File: config.mk
export PLATFORM = sky130hd
export DESIGN_NAME = fsag_guard
export DESIGN_NICKNAME = d
export VERILOG_FILES = /design/src/fsag_pkg.sv /design/src/fsag_guard.sv
export SDC_FILE = /design/constraint.sdc
export NUM_CORES = 1
export LEC_CHECK = 0
export BUFFER_PORTS_ARGS = -buffer_cell sky130_fd_sc_hd__buf_2
export CAP_MARGIN = 25
export CORE_UTILIZATION = 32
export DETAILED_ROUTE_END_ITERATION = 8
export HOLD_SLACK_MARGIN = 0.1
export PLACE_DENSITY = 0.67
export SYNTH_ARGS = -nofsm -noshare
export SYNTH_HDL_FRONTEND = slang
export SYNTH_SLANG_ARGS = --single-unit
export TNS_END_PERCENT = 1
File: constraint.sdc
create_clock -name mclk -period 2.69 [get_ports mclk]
set_input_delay 0.1345 -clock mclk [delete_from_list [all_inputs] [get_ports mclk]]
set_output_delay 0.1345 -clock mclk [all_outputs]
set_load 0.01 [all_outputs]
File: src/fsag_pkg.sv
package fsag_pkg;

  // ------------------------------------------------------------------
  // Register map and reset values
  // ------------------------------------------------------------------
  localparam logic [7:0] PROGRAM_STORE_CONTROL_ADDR = 8'h8f;
  localparam logic [7:0] PROGRAM_STORE_CONTROL_RST = 8'h00;
  localparam int WRITE_ENABLE_BIT = 0;
  localparam int ERASE_ENABLE_BIT = 1;
  localparam int SCRATCH_SEL_BIT = 2;
  localparam logic [15:0] ACCESS_LIMIT_RST = 16'h0000;

  // ------------------------------------------------------------------
  // Flash geometry
  // ------------------------------------------------------------------
  localparam logic [15:0] LOCK_WE_ADDR_64K = 16'hfbfe;
  localparam logic [15:0] LOCK_RD_ADDR_64K = 16'hfbff;
  localparam logic [15:0] LOCK_WE_ADDR_32K = 16'h7ffe;
  localparam logic [15:0] LOCK_RD_ADDR_32K = 16'h7fff;
  localparam int LOCK_PAGE_BIT_64K = 7;
  localparam int LOCK_PAGE_BIT_32K = 3;
  localparam int BLOCK_SHIFT = 13;
  localparam int PAGE_SHIFT = 9;
  localparam logic [15:0] SCRATCH_MASK = 16'h007f;
  localparam logic [15:0] RESERVED_BASE_64K = 16'hfc00;
  localparam logic [15:0] RESERVED_BASE_32K = 16'h8000;
  localparam logic [7:0] LOCK_UNLOCKED = 8'hff;

  // ------------------------------------------------------------------
  // Access carriers
  // ------------------------------------------------------------------
  typedef enum logic [1:0] {
    FSAG_OP_READ = 2'h0,
    FSAG_OP_WRITE = 2'h1,
    FSAG_OP_ERASE = 2'h2
  } fsag_op_e;

  typedef struct packed {
    logic valid;
    fsag_op_e op;
    logic [15:0] addr;
    logic [7:0] data;
  } fsag_req_s;

  typedef struct packed {
    logic valid;
    logic code_read;
    logic [15:0] pc;
    logic write;
    logic [15:0] addr;
    logic [7:0] data;
  } fsag_cpu_s;

  typedef enum logic [2:0] {
    FSAG_CMD_NONE = 3'h0,
    FSAG_CMD_PROGRAM = 3'h1,
    FSAG_CMD_PAGE_ERASE = 3'h2,
    FSAG_CMD_FULL_ERASE = 3'h4
  } fsag_cmd_e;

  typedef struct packed {
    fsag_cmd_e cmd;
    logic scratch;
    logic [15:0] addr;
    logic [7:0] data;
  } fsag_flash_s;

endpackage

File: src/fsag_guard.sv
`timescale 1ns/1ps
module fsag_guard #(
  parameter bit SIZE_64K = 1'b1
) (
  input wire logic mclk,
  input wire logic reset_n,
  input wire logic sfr_wr,
  input wire logic [7:0] sfr_addr,
  input wire logic [7:0] sfr_wdata,
  input wire logic limit_wr,
  input wire logic [15:0] limit_wdata,
  input wire fsag_pkg::fsag_req_s dbg_req,
  input wire fsag_pkg::fsag_cpu_s cpu_req,
  input wire logic [7:0] flash_rdata,
  input wire logic [7:0] lock_we_byte,
  input wire logic [7:0] lock_rd_byte,
  output logic [7:0] program_store_control,
  output logic [15:0] access_limit_address,
  output fsag_pkg::fsag_flash_s flash_cmd,
  output logic [7:0] dbg_rdata,
  output logic dbg_done,
  output logic dbg_denied,
  output logic cpu_done,
  output logic cpu_denied,
  output logic cpu_ram_write,
  output logic [7:0] cpu_rdata
);

  // ------------------------------------------------------------------
  // Address classification
  // ------------------------------------------------------------------
  function automatic logic is_lock_byte(input logic [15:0] a);
    if (SIZE_64K) begin
      return (a == fsag_pkg::LOCK_WE_ADDR_64K) || (a == fsag_pkg::LOCK_RD_ADDR_64K);
    end else begin
      return (a == fsag_pkg::LOCK_WE_ADDR_32K) || (a == fsag_pkg::LOCK_RD_ADDR_32K);
    end
  endfunction

  function automatic logic is_lock_page(input logic [15:0] a);
    logic [15:0] la;
    la = SIZE_64K ? fsag_pkg::LOCK_WE_ADDR_64K : fsag_pkg::LOCK_WE_ADDR_32K;
    return a[15:fsag_pkg::PAGE_SHIFT] == la[15:fsag_pkg::PAGE_SHIFT];
  endfunction

  function automatic logic is_reserved(input logic [15:0] a);
    return a >= (SIZE_64K ? fsag_pkg::RESERVED_BASE_64K : fsag_pkg::RESERVED_BASE_32K);
  endfunction

  // Lock bit for a block; a zero bit means locked.
  function automatic logic block_open(input logic [7:0] lb, input logic [15:0] a);
    return lb[a[15:fsag_pkg::BLOCK_SHIFT]];
  endfunction

  // ------------------------------------------------------------------
  // Control registers
  // ------------------------------------------------------------------
  logic [2:0] ctl_ff;
  logic [15:0] limit_ff;
  wire ctl_sel = sfr_wr && (sfr_addr == fsag_pkg::PROGRAM_STORE_CONTROL_ADDR);
  wire [2:0] nxt_ctl = ctl_sel ? sfr_wdata[2:0] : ctl_ff;
  wire [15:0] nxt_limit = limit_wr ? limit_wdata : limit_ff;
  wire wr_en = ctl_ff[fsag_pkg::WRITE_ENABLE_BIT];
  wire er_en = ctl_ff[fsag_pkg::ERASE_ENABLE_BIT];
  wire sc_sel = ctl_ff[fsag_pkg::SCRATCH_SEL_BIT];

  // Only the three low control bits are stored; the upper bits always read zero.
  always_ff @(posedge mclk or negedge reset_n) begin
    if (!reset_n) begin
      ctl_ff <= fsag_pkg::PROGRAM_STORE_CONTROL_RST[2:0];
    end else begin
      ctl_ff <= nxt_ctl;
    end
  end

  // The access limit splits firmware into an upper and a lower partition.
  always_ff @(posedge mclk or negedge reset_n) begin
    if (!reset_n) begin
      limit_ff <= fsag_pkg::ACCESS_LIMIT_RST;
    end else begin
      limit_ff <= nxt_limit;
    end
  end

  // ------------------------------------------------------------------
  // Debug-port decision
  // ------------------------------------------------------------------
  wire [15:0] d_addr = dbg_req.addr;
  wire lock_page_bit = SIZE_64K ? lock_we_byte[fsag_pkg::LOCK_PAGE_BIT_64K]
                                : lock_we_byte[fsag_pkg::LOCK_PAGE_BIT_32K];
  wire lock_page_locked = !lock_page_bit;
  wire d_is_lock = is_lock_byte(d_addr);
  wire d_rd_open = block_open(lock_rd_byte, d_addr);
  wire d_we_open = block_open(lock_we_byte, d_addr);
  wire d_read = dbg_req.valid && (dbg_req.op == fsag_pkg::FSAG_OP_READ);
  wire d_write = dbg_req.valid && (dbg_req.op == fsag_pkg::FSAG_OP_WRITE);
  wire d_erase = dbg_req.valid && (dbg_req.op == fsag_pkg::FSAG_OP_ERASE);
  wire d_resv = is_reserved(d_addr);
  wire d_rd_ok = d_read && !d_resv && (d_is_lock || d_rd_open);
  wire d_wr_ok = d_write && !d_resv && (d_we_open || (d_is_lock && lock_page_locked));
  wire d_full = d_erase && d_is_lock && lock_page_locked;
  wire d_pg_ok = d_erase && !d_resv && !d_full && d_we_open;
  wire d_ok = d_rd_ok || d_wr_ok || d_full || d_pg_ok;

  // A locked lock page cannot be page erased over the debug port.
  // An erase aimed at a lock byte then becomes a full device erase instead.
  // Writes to the lock bytes stay open so further blocks can be locked later.

  // Scratchpad lock state, usable when a scratch access path is wired.
  wire scratch_rd_locked = (lock_rd_byte == 8'h00);
  wire scratch_we_locked = (lock_we_byte == 8'h00);

  // ------------------------------------------------------------------
  // Firmware decision
  // ------------------------------------------------------------------
  wire [15:0] c_addr = sc_sel ? (cpu_req.addr & fsag_pkg::SCRATCH_MASK) : cpu_req.addr;
  // Data and code-read requests are both checked; branches are not requests and never blocked.
  wire c_upper = cpu_req.pc >= limit_ff;
  wire c_below = !sc_sel && (c_addr < limit_ff);
  wire c_part_bad = c_upper && c_below;
  wire c_resv = !sc_sel && is_reserved(c_addr);
  wire c_wr = cpu_req.valid && cpu_req.write && !cpu_req.code_read;
  wire c_rd = cpu_req.valid && !cpu_req.write;
  wire c_ram = c_wr && !wr_en;
  wire c_erase = c_wr && wr_en && er_en;
  wire c_lockpg = !sc_sel && is_lock_page(c_addr);
  wire c_er_ok = c_erase && !c_part_bad && !c_resv && !c_lockpg;
  wire c_pg_ok = c_wr && wr_en && !er_en && !c_part_bad && !c_resv;
  wire c_rd_ok = c_rd && !c_part_bad && !c_resv;
  wire c_ok = c_er_ok || c_pg_ok || c_rd_ok || c_ram;

  // The lock bytes play no part here: they guard the debug port only.
  // The scratchpad lies outside the partition and reserved checks.

  // ------------------------------------------------------------------
  // Command to the flash engine, debug port first
  // ------------------------------------------------------------------
  // The debug port wins when both requesters ask in the same cycle.
  // The firmware request is then dropped and reports no completion.
  fsag_pkg::fsag_flash_s nxt_cmd;
  always_comb begin
    nxt_cmd.cmd = fsag_pkg::FSAG_CMD_NONE;
    nxt_cmd.scratch = 1'b0;
    nxt_cmd.addr = d_addr;
    nxt_cmd.data = dbg_req.data;
    if (dbg_req.valid) begin
      if (d_full) begin
        nxt_cmd.cmd = fsag_pkg::FSAG_CMD_FULL_ERASE;
      end else if (d_pg_ok) begin
        nxt_cmd.cmd = fsag_pkg::FSAG_CMD_PAGE_ERASE;
      end else if (d_wr_ok) begin
        nxt_cmd.cmd = fsag_pkg::FSAG_CMD_PROGRAM;
      end
    end else begin
      nxt_cmd.addr = c_addr;
      nxt_cmd.data = cpu_req.data;
      nxt_cmd.scratch = sc_sel;
      if (c_er_ok) begin
        nxt_cmd.cmd = fsag_pkg::FSAG_CMD_PAGE_ERASE;
      end else if (c_pg_ok) begin
        nxt_cmd.cmd = fsag_pkg::FSAG_CMD_PROGRAM;
      end
    end
  end

  wire [7:0] nxt_dbg_rdata = d_rd_ok ? flash_rdata : 8'h00;
  wire cpu_go = cpu_req.valid && !dbg_req.valid;
  wire [7:0] nxt_cpu_rdata = (cpu_go && c_rd_ok) ? flash_rdata : 8'h00;
  wire nxt_dbg_denied = dbg_req.valid && !d_ok;
  wire nxt_cpu_denied = cpu_go && !c_ok;
  wire nxt_cpu_ram_write = cpu_go && c_ram;
  wire [7:0] nxt_psc = {5'h00, nxt_ctl};

  // ------------------------------------------------------------------
  // Flash command register
  // ------------------------------------------------------------------
  always_ff @(posedge mclk or negedge reset_n) begin
    if (!reset_n) begin
      flash_cmd <= '0;
    end else begin
      flash_cmd <= nxt_cmd;
    end
  end

  // ------------------------------------------------------------------
  // Debug-port answer
  // ------------------------------------------------------------------
  always_ff @(posedge mclk or negedge reset_n) begin
    if (!reset_n) begin
      dbg_rdata <= 8'h00;
    end else begin
      dbg_rdata <= nxt_dbg_rdata;
    end
  end

  always_ff @(posedge mclk or negedge reset_n) begin
    if (!reset_n) begin
      dbg_done <= 1'b0;
    end else begin
      dbg_done <= dbg_req.valid;
    end
  end

  always_ff @(posedge mclk or negedge reset_n) begin
    if (!reset_n) begin
      dbg_denied <= 1'b0;
    end else begin
      dbg_denied <= nxt_dbg_denied;
    end
  end

  // ------------------------------------------------------------------
  // Firmware answer
  // ------------------------------------------------------------------
  always_ff @(posedge mclk or negedge reset_n) begin
    if (!reset_n) begin
      cpu_done <= 1'b0;
    end else begin
      cpu_done <= cpu_go;
    end
  end

  always_ff @(posedge mclk or negedge reset_n) begin
    if (!reset_n) begin
      cpu_denied <= 1'b0;
    end else begin
      cpu_denied <= nxt_cpu_denied;
    end
  end

  // A data-move write with write enable off goes to external RAM.
  always_ff @(posedge mclk or negedge reset_n) begin
    if (!reset_n) begin
      cpu_ram_write <= 1'b0;
    end else begin
      cpu_ram_write <= nxt_cpu_ram_write;
    end
  end

  always_ff @(posedge mclk or negedge reset_n) begin
    if (!reset_n) begin
      cpu_rdata <= 8'h00;
    end else begin
      cpu_rdata <= nxt_cpu_rdata;
    end
  end

  // ------------------------------------------------------------------
  // Register copies
  // ------------------------------------------------------------------
  always_ff @(posedge mclk or negedge reset_n) begin
    if (!reset_n) begin
      program_store_control <= fsag_pkg::PROGRAM_STORE_CONTROL_RST;
    end else begin
      program_store_control <= nxt_psc;
    end
  end

  always_ff @(posedge mclk or negedge reset_n) begin
    if (!reset_n) begin
      access_limit_address <= fsag_pkg::ACCESS_LIMIT_RST;
    end else begin
      access_limit_address <= nxt_limit;
    end
  end

  // Scratch lock flags are held for a future scratch debug path.
  wire unused_scratch = scratch_rd_locked ^ scratch_we_locked;

endmodule

==> results.cfg, run 1 <==
[synth]
synth_top_area_share_pct = 48.5
yosys_warnings = 0
ys_async_sr_fraction_pct = 100
mappedNetlistArea_mm2 = 0.00351
synthTopCellsByArea = dfrtp_1 (48%), ha_1 (10%), mux2_2 (8.7%), o21ai_0 (3.4%), and2_1 (3.0%)
synth_common_cells = dfrtp_1 (68), ha_1 (29), mux2_2 (27)
synth_flop_cell = dfrtp_1
synth_edf_count = 0
synthCells = 309
synth.most_common_cell = dfrtp_1
ys_seq_area_share_pct = 48.5
synth_area_per_cell_um2 = 11.4
synth_cell_types = 43
synth_seq_cells = 68
yosys.area.top_type = dfrtp_1

[finish]
utilization_pct = 52.5
multi_input_area_mm2 = 0.00167
final-seq-area_mm2 = 0.00170
syn_to_final_growth_pct = 56.4
nets = 734
drive_gt1_share_pct = 41.6
n_antenna_cell = 0
nFillCells = 945

[drt]
m1WireLength_um = 4420
drt_pre_antenna_iters = 4
num_vias = 3350
wirelength_um = 10800
wl_met3_um = 645
drc_errors = 0
highest_layer = met4
wl_met2_um = 5500
ant_nets = 0
viasPerCell = 4.68
drt-initial-drc-count = 66
wl_per_cell_um = 15.1

[worst_setup_path]
cp.arrival_ns = 2.74
end_kind = flip-flop
cp-start-kind = flip-flop
crit_fanout = 8
required_ns = 2.93
critPathKind = reg -> reg

[global_routing]
grt_first_pass_wirelength_um = 16800
grt_antenna_before_repair = 0
grt_overflow = 0
grt_pass1_vias = 3535
grt_max_degree = 69
grt_usage_pct = 19.4

[sta]
fin_worst_skew_ns = 0.00969
fmax_ghz = 0.400
fin_crit_sh_pct = 92.9
finalSetupTns_ns = 0
max_slew_margin_pct = 33.6
finalSetupViolations = 0
post-route-min-period_ns = 2.50
rsz0062_at_grt = no
tightestPinTransition_ns = 0.991
slew_viol_final = 0
hold_viol = 0

[clock_network]
cts_buffers = 9
cts_tree = built
h-tree-depth = 3
cts_root_buf = clkbuf_8
cts.sinks = 68
clk_path_buf_depth = 2
clk_pin_slew_ns = 0.08
clkLatencyLatePin_ns = 0.35

[placed_design]
dp_hpwl_um = 7980
gp_congestion = 0.783
port-buffer-count = 192

[die]
initial_core_util_pct = 33.6
dieArea_mm2 = 0.0114
die_h_um = 107
rows = 37
pin_count = 203
die_w_um = 107
coreArea_mm2 = 0.0105

[power]
peakVddDrop_mv = 0.223
power.leakage_nw = 2.87
p_per_area_mw_per_mm2 = 468

[outcome]
status = complete, no violations

[flow_run]
drv_cap = 0

[min_path]
hold_path_class = in -> reg
## path summary, 6_finish.rpt
| kind | from | endpoint | slack [ns] | depth (start not counted) |
|---|---|---|---|---|
| worst min register to register | program_store_control[0] | cpu_ram_write | 0.57 | 1 |
| worst max-delay path | program_store_control[2] | cpu_rdata[7] | 0.19 | 9 |
| max in group asynchronous | reset_n | program_store_control[2] | 1.65 | 2 |
| worst min-delay path | cpu_req[23] | flash_cmd[23] | 0.13 | 3 |
| worst max register to register | program_store_control[2] | cpu_rdata[7] | 0.19 | 9 |
| min in group asynchronous | reset_n | dbg_denied | 0.43 | 2 |
## final cells by class
type,count,area share [%]
inverters,19,1.30
multi-input cells,213,30.4
clock inverters,7,1.34
repair buffers,264,30.6
flip-flops and latches,68,31.0
well taps,136,3.10
clock buffers,9,2.26
## flip-flops by register name (all words and copies together), names as in the netlist
register,cells
cpu_done,1
cpu_denied,1
cpu_rdata,8
dbg_rdata,8
program_store_control,3
dbg_done,1
access_limit_address,16
cpu_ram_write,1
flash_cmd,28
dbg_denied,1
## stage by stage
step                      cell area [um^2]  hold WS (ns)  power [mW]  instances  setup slack [ns]
after global placement                4580         0.294        1.62        630             0.254
final                                 5490         0.131        2.57        716             0.192
after global routing                  5490         0.149        2.71        716           0.00367
after CTS                             5480         0.112        2.60        716            0.0466
after floorplan                       3530        -0.161        1.39        313             0.305
after detailed placement              4580         0.308        1.64        630             0.150
## what timing repair did
item / 4_1_cts / 5_1_grt
gates resized for setup: 0 / 3
setup endpoints to repair: 0 / 11
hold buffers: 70 / 0
endpoints found under the hold margin: 129 / 0
setup buffers: 0 / 0
## per-layer routing
layer  vias to the layer above  global-route usage (%)
met5                         -                       0
met4                         0                    7.44
met3                        26                    4.56
met2                       141                    35.0
met1                      1561                    22.0
li1                       1622                       -
## power breakdown
group	switching, mW	leakage, nW	internal (mW)	total [mW]
clock network	0.431	0.100	0.433	0.864
logic	0.282	1.91	0.314	0.596
registers	0.0278	0.854	1.08	1.11
total	0.741	2.87	1.83	2.57
## logic make-up after synthesis
logic type | count (synthesis) | share of synthesized area, %
compound gates | 47 | 8.45
xor+xnor | 1 | 0.250
fa+ha+maj | 29 | 10.3
buf+inv | 32 | 4.60
flops | 68 | 48.5
mux | 32 | 11.9
other cells | 1 | 0.107
simple gates | 99 | 15.9
## critical path: stages, from the launching register on
cell and delay [ns]:
dfrtp_2 0.44, nand2b_1 0.18, inv_1 0.08, ha_1 0.24, and3_1 0.20, a22o_1 0.24, a2111oi_2 0.36, o31a_1 0.32
a21oi_2 0.15, and2_1 0.19
## cells in the final DEF (no fill, tap or decap), types with 2 or more instances in the layout
cell           netlist  routed
ha_1                29      29
clkbuf_8             0       9
nand3_1              9       9
nand4_1              6       6
nand2b_1             6       6
dfrtp_1             68      67
clkinv_2             0       2
and3_1               4       4
a21o_1               6       6
nor2_1              10      10
nor2b_1              8       8
nor3_1               2       2
inv_1               19      19
nor4bb_1             2       2
buf_4                5       3
o21ai_0             24      24
inv_6                0       2
dlygate4sd3_1        0      70
buf_2                0     191
mux4_1               4       4
nand2_1             24      24
a221oi_1             2       2
and2_1              17      17
and4b_1              2       2
nand3b_1             2       2
conb_1               1       5
mux2_2              27      27
nand4b_1             2       2
a31oi_1              4       4
Power figures use the tool's default switching activity.
==> inputs of run 2 (changes only) <==
--- a/config.mk
+++ b/config.mk
@@ -11,6 +11,7 @@
 export DETAILED_ROUTE_END_ITERATION = 8
 export HOLD_SLACK_MARGIN = 0.1
 export PLACE_DENSITY = 0.67
+export SETUP_SLACK_MARGIN = 0.2
 export SYNTH_ARGS = -nofsm -noshare
 export SYNTH_HDL_FRONTEND = slang
 export SYNTH_SLANG_ARGS = --single-unit
==> run 2 against run 1 <==
Clock skew about the same. Die area unchanged. Combinational power up 3.4%. Largest power group unchanged. Design area up 1.1%. Total power up 0.60%. First-iteration DRC count up 14%. Critical path type unchanged. Maximum frequency up 9.0%.
==> results.cfg, run 2 (synthesized netlist as in run 1, its figures left out) <==
[outcome]
status = complete, no violations

[finish]
top_register = flash_cmd
stdcell_count = 717
top_regs = flash_cmd x28, access_limit_address x16
syn_to_final_growth_pct = 58.1
final_cell_mix = buf_2 (191), dlygate4sd3_1 (70), dfrtp_1 (68)
n_antenna_cell = 0
nets = 735
drive_gt1_share_pct = 42.5
largest_reg_flops = 28
final_common_cell = buf_2

[placed_design]
port-buffer-count = 192
dp_hpwl_um = 7980
gp_congestion = 0.783
post-place-cells = 630

[power]
netSwitchingFraction_pct = 28.8
p_int_mw = 1.84
p_per_area_mw_per_mm2 = 466
p_comb_share_pct = 23.8
peakVddDrop_mv = 0.224
seq_power_share_pct = 43.0
power_mw = 2.59
p_sw_mw = 0.746
power.leakage_nw = 2.88
clkPwrFrac_pct = 33.2

[clock_network]
clkLatencyLatePin_ns = 0.35
cts_tree = built
cts.sinks = 68
clk_pin_slew_ns = 0.08
cts_root_buf = clkbuf_8
cts_buffers = 9
clk_path_buf_depth = 2
h-tree-depth = 3

[sta]
fmax_ghz = 0.436
finalSetupViolations = 0
rsz0062_at_grt = no
fin_worst_skew_ns = 0.00959
tightestPinTransition_ns = 0.998
post-route-min-period_ns = 2.29
max_slew_margin_pct = 33.0
fin_crit_sh_pct = 85.2
slew_viol_final = 0
finalSetupTns_ns = 0
hold_viol = 0

[worst_setup_path]
rrSetupSlack_ns = 0.40
cp.arrival_ns = 2.53
r2r_cells = 9
reg2reg_to = cpu_rdata[7]
crit_fanout = 8
required_ns = 2.93
reg2reg_from = program_store_control[2]
cp-start-kind = flip-flop
end_kind = flip-flop
critPathKind = reg -> reg

[flow_run]
drv_cap = 0

[die]
initial_core_util_pct = 33.6
die_w_um = 107
dieArea_mm2 = 0.0114
die_h_um = 107
rows = 37
pin_count = 203
coreArea_mm2 = 0.0105

[global_routing]
grt_usage_pct = 19.4
grt_overflow = 0
grt_pass1_vias = 3539
grt_antenna_before_repair = 0
grt_first_pass_wirelength_um = 16800
grt_max_degree = 69

[drt]
viasPerCell = 4.70
ant_nets = 0
drc_errors = 0
wl_per_cell_um = 15.3
wirelength_um = 10900
drt-initial-drc-count = 75
num_vias = 3372
drt_pre_antenna_iters = 4

[min_path]
hold_path_class = in -> reg
hp-start = cpu_req[23]
worstHoldPathCells = 3
hold_path_end = flash_cmd[23]
-- run 2: critical path, cell delays in order (launching register included) --
cell      delay [ns]
dfrtp_1         0.43
buf_4           0.17
nor2b_2         0.15
ha_1            0.26
nor4bb_2        0.18
nor4_1          0.26
o221ai_1        0.19
nand4_1         0.23
a21oi_4         0.12
and2_1          0.18
-- run 2: layer usage --
metal	track usage (%)	routed length [um]	part of all wire, %
met5	0	0	0
met4	7.44	236	2.2
met3	4.56	654	6.0
met2	35.0	5610	51
met1	22.0	4450	41
-- run 2: area by class of cell --
type	instances	area, um^2
inverters	19	71.3
repair buffers	265	1690
fillers	942	4910
well taps	136	170
flip-flops and latches	68	1700
clock buffers	9	124
multi-input cells	213	1720
clock inverters	7	73.8
-- run 2: timing repair --
item                                    CTS  global route
endpoints found under the setup margin   11            11
hold endpoints to repair                129             0
pin swaps                                 0             4
hold buffers                             70             0
cloned                                    0             0
resized for setup                         2             9
buffers inserted                          1             0
-- run 2: worst max path at each step --
stage | slack [ns] | cells past startpoint | from | endpoint
3_5_place_dp | 0.15 | 9 | program_store_control[2] | cpu_rdata[7]
5_1_grt | 0.21 | 9 | program_store_control[2] | cpu_rdata[7]
6_report | 0.40 | 9 | program_store_control[2] | cpu_rdata[7]
2_1_floorplan | 0.31 | 9 | program_store_control[2] | cpu_rdata[0]
3_3_place_gp | 0.25 | 9 | program_store_control[2] | cpu_rdata[6]
4_1_cts | 0.20 | 9 | program_store_control[2] | cpu_rdata[7]
-- run 2: power by group through the flow --
stage | combinational [mW] | sequential, mW | clock [mW]
2_1_floorplan | 0.230 | 1.16 | 0
3_3_place_gp | 0.490 | 1.13 | 0
3_5_place_dp | 0.505 | 1.13 | 0
5_1_grt | 0.682 | 1.12 | 0.926
6_report | 0.616 | 1.11 | 0.859
4_1_cts | 0.598 | 1.11 | 0.895
-- run 2: per-stage QoR --
step                      utilization (%)  instance area (um^2)  hold slack (ns)  setup WS [ns]
after floorplan                         -                  3530           -0.161          0.305
after global placement               43.8                  4580            0.294          0.254
after detailed placement             43.8                  4580            0.308          0.150
after CTS                            52.5                  5500            0.112          0.200
after global routing                 53.0                  5550            0.112          0.208
final                                53.0                  5550           0.0975          0.399
==> inputs of run 3 (changes only) <==
==> constraint.sdc (replaced) <==
create_clock -name mclk -period 2.69 [get_ports mclk]
set_input_delay 0.807 -clock mclk [delete_from_list [all_inputs] [get_ports mclk]]
set_output_delay 0.807 -clock mclk [all_outputs]
set_load 0.01 [all_outputs]
==> run 3 against run 2 <==
Worst hold slack better by 0.46 ns. Final cell count is 9.2% lower. Clock power is 2% higher. Combinational power is 16% lower. Global-route usage is 1.9 points lower. Total power is 3.1% lower. Routed wire length is 11% lower. Die area stayed put. Core utilization is 6.5 points lower. Clock-buffer cell count stayed put. Clock skew is 0.0023 ns higher. Maximum frequency is 4.3% lower. Critical path type is now in -> reg.
==> results.cfg, run 3 (synthesized netlist as in run 1, its figures left out) <==
[sta]
tightestPinTransition_ns = 0.976
max_slew_margin_pct = 34.5
hold_viol = 0
holdWs_ns = 0.555
post-route-min-period_ns = 2.39
fin_ws_ns = 0.296
fin_worst_skew_ns = 0.0119
finalSetupViolations = 0
fin_crit_sh_pct = 89.0
fmax_ghz = 0.418
slew_viol_final = 0
rsz0062_at_grt = no

[outcome]
status = complete, no violations

[global_routing]
grt_pass1_vias = 3154
grt_first_pass_wirelength_um = 15200
grt_usage_pct = 17.5
grt_max_degree = 69
grt_overflow = 0
grt_antenna_before_repair = 0

[worst_setup_path]
r2r_cells = 9
critPathKind = in -> reg
slowest_stage = o31a_1
required_ns = 2.96
reg2reg_to = cpu_rdata[5]
crit_fanout = 8
end_kind = flip-flop
cp.arrival_ns = 2.67
cp-start-kind = input pin
crit_path_max_incr_delay_ns = 0.37
reg2reg_from = program_store_control[2]
path_cells = buf_2 > inv_1 > ha_1 > nand2b_1 > a2111oi_2 > buf_4 > nor4bb_1 > o31a_1 > a21oi_4 > and2_1
crit_family = compound AO/OA/AOI/OAI gates
rrSetupSlack_ns = 0.36
worst-path-buf-inv = 3

[clock_network]
cts_buffers = 9
cts.sinks = 68
clk_pin_slew_ns = 0.08
cts_root_buf = clkbuf_8
h-tree-depth = 3
clkLatencyLatePin_ns = 0.34
clk_path_buf_depth = 2
cts_tree = built

[placed_design]
gp_congestion = 0.780
port-buffer-count = 192
post-place-ws_ns = -0.288
dp_hpwl_um = 7870

[power]
power_mw = 2.51
netSwitchingFraction_pct = 29.0
p_int_mw = 1.78
power.leakage_nw = 2.61
seq_power_share_pct = 44.4
p_sw_mw = 0.727
p_comb_share_pct = 20.7
clkPwrFrac_pct = 34.9
peakVddDrop_mv = 0.245
p_per_area_mw_per_mm2 = 514

[finish]
final-seq-area_mm2 = 0.00170
final_cell_mix = buf_2 (191), dfrtp_1 (67), ha_1 (29)
multi_input_area_mm2 = 0.00170
syn_to_final_growth_pct = 38.7
final_common_cell = buf_2
top_regs = flash_cmd x28, access_limit_address x16
drive_gt1_share_pct = 48.3
n_antenna_cell = 0
nFillCells = 1024
nets = 669
largest_reg_flops = 28
top_register = flash_cmd

[die]
die_h_um = 107
initial_core_util_pct = 33.6
die_w_um = 107
coreArea_mm2 = 0.0105
rows = 37
dieArea_mm2 = 0.0114
pin_count = 203

[drt]
drt-initial-drc-count = 85
viasPerCell = 4.71
wl_per_cell_um = 14.9
drt_pre_antenna_iters = 4
drc_errors = 0
num_vias = 3064
ant_nets = 0
wirelength_um = 9700

[min_path]
hp-start = program_store_control[0]
hold_path_class = reg -> reg
hold_path_end = cpu_ram_write
worstHoldPathCells = 1

[flow_run]
drv_cap = 0
==> run 3: changes by cell type in the layout (fill, tap and decap cells not counted), moves of 2 or more <==
cell,before,now
dlygate4sd3_1,70,0
clkinv_4,1,4
clkinv_2,2,0
buf_4,3,8
==> run 3: per-layer routing <==
layer / share of wire, % / GRT usage, % / vias up
li1: - / - / 1491
met1: 44 / 21.7 / 1440
met2: 48 / 29.7 / 124
met3: 7.5 / 5.23 / 9
met4: 1.0 / 4.31 / 0
met5: 0 / 0 / -
==> run 3: worst max path at each step <==
stage / endpoint / cells past startpoint / slack, ns / startpoint
finish: cpu_rdata[5] / 10 / 0.30 / cpu_req[25]
global route: cpu_rdata[5] / 10 / 0.22 / cpu_req[25]
CTS: cpu_rdata[5] / 10 / 0.20 / cpu_req[25]
detailed placement: cpu_rdata[5] / 10 / -0.29 / cpu_req[25]
global placement: cpu_rdata[0] / 10 / -0.22 / cpu_req[25]
floorplan: cpu_rdata[0] / 8 / 0.24 / cpu_req[22]
==> run 3: worst reg2reg max path: cells and delay by family (launching register included) <==
| family | cells | cell delay, ns |
|---|---|---|
| AO/OA/AOI/OAI | 2 | 0.30 |
| buffers and inverters | 1 | 0.16 |
| AND/OR/NAND/NOR | 5 | 1.02 |
| adder cells (fa/ha/maj) | 1 | 0.28 |
| flip-flops | 1 | 0.46 |
==> run 3: cell type report <==
| cell class | instances | area share (%) |
|---|---|---|
| clock buffers | 9 | 2.54 |
| clock inverters | 7 | 1.70 |
| repair buffers | 199 | 20.9 |
| well taps | 136 | 3.49 |
| multi-input cells | 213 | 35.0 |
| flip-flops and latches | 68 | 35.0 |
| inverters | 19 | 1.46 |
==> run 3: power groups by stage <==
| stage | combinational [mW] | sequential (mW) | clock [mW] |
|---|---|---|---|
| final | 0.520 | 1.11 | 0.873 |
| after global routing | 0.587 | 1.12 | 0.960 |
| after CTS | 0.520 | 1.11 | 0.903 |
| after detailed placement | 0.513 | 1.13 | 0 |
| after global placement | 0.499 | 1.13 | 0 |
| after floorplan | 0.234 | 1.16 | 0 |
==> run 3: what timing repair did <==
action | CTS | global route
gates resized for setup | 2 | 5
setup endpoints to repair | 8 | 11
hold buffers | 0 | 0
pin swaps | 0 | 6
setup buffers | 0 | 0
==> run 3: per-stage QoR <==
stage,cell area (um^2),utilization (%),cells,TNS (ns)
after floorplan,3530,-,313,0
after global placement,4630,44.2,635,-1.91
after detailed placement,4630,44.2,635,-2.52
after CTS,4840,46.3,651,0
after global routing,4870,46.6,651,0
final,4870,46.6,651,0
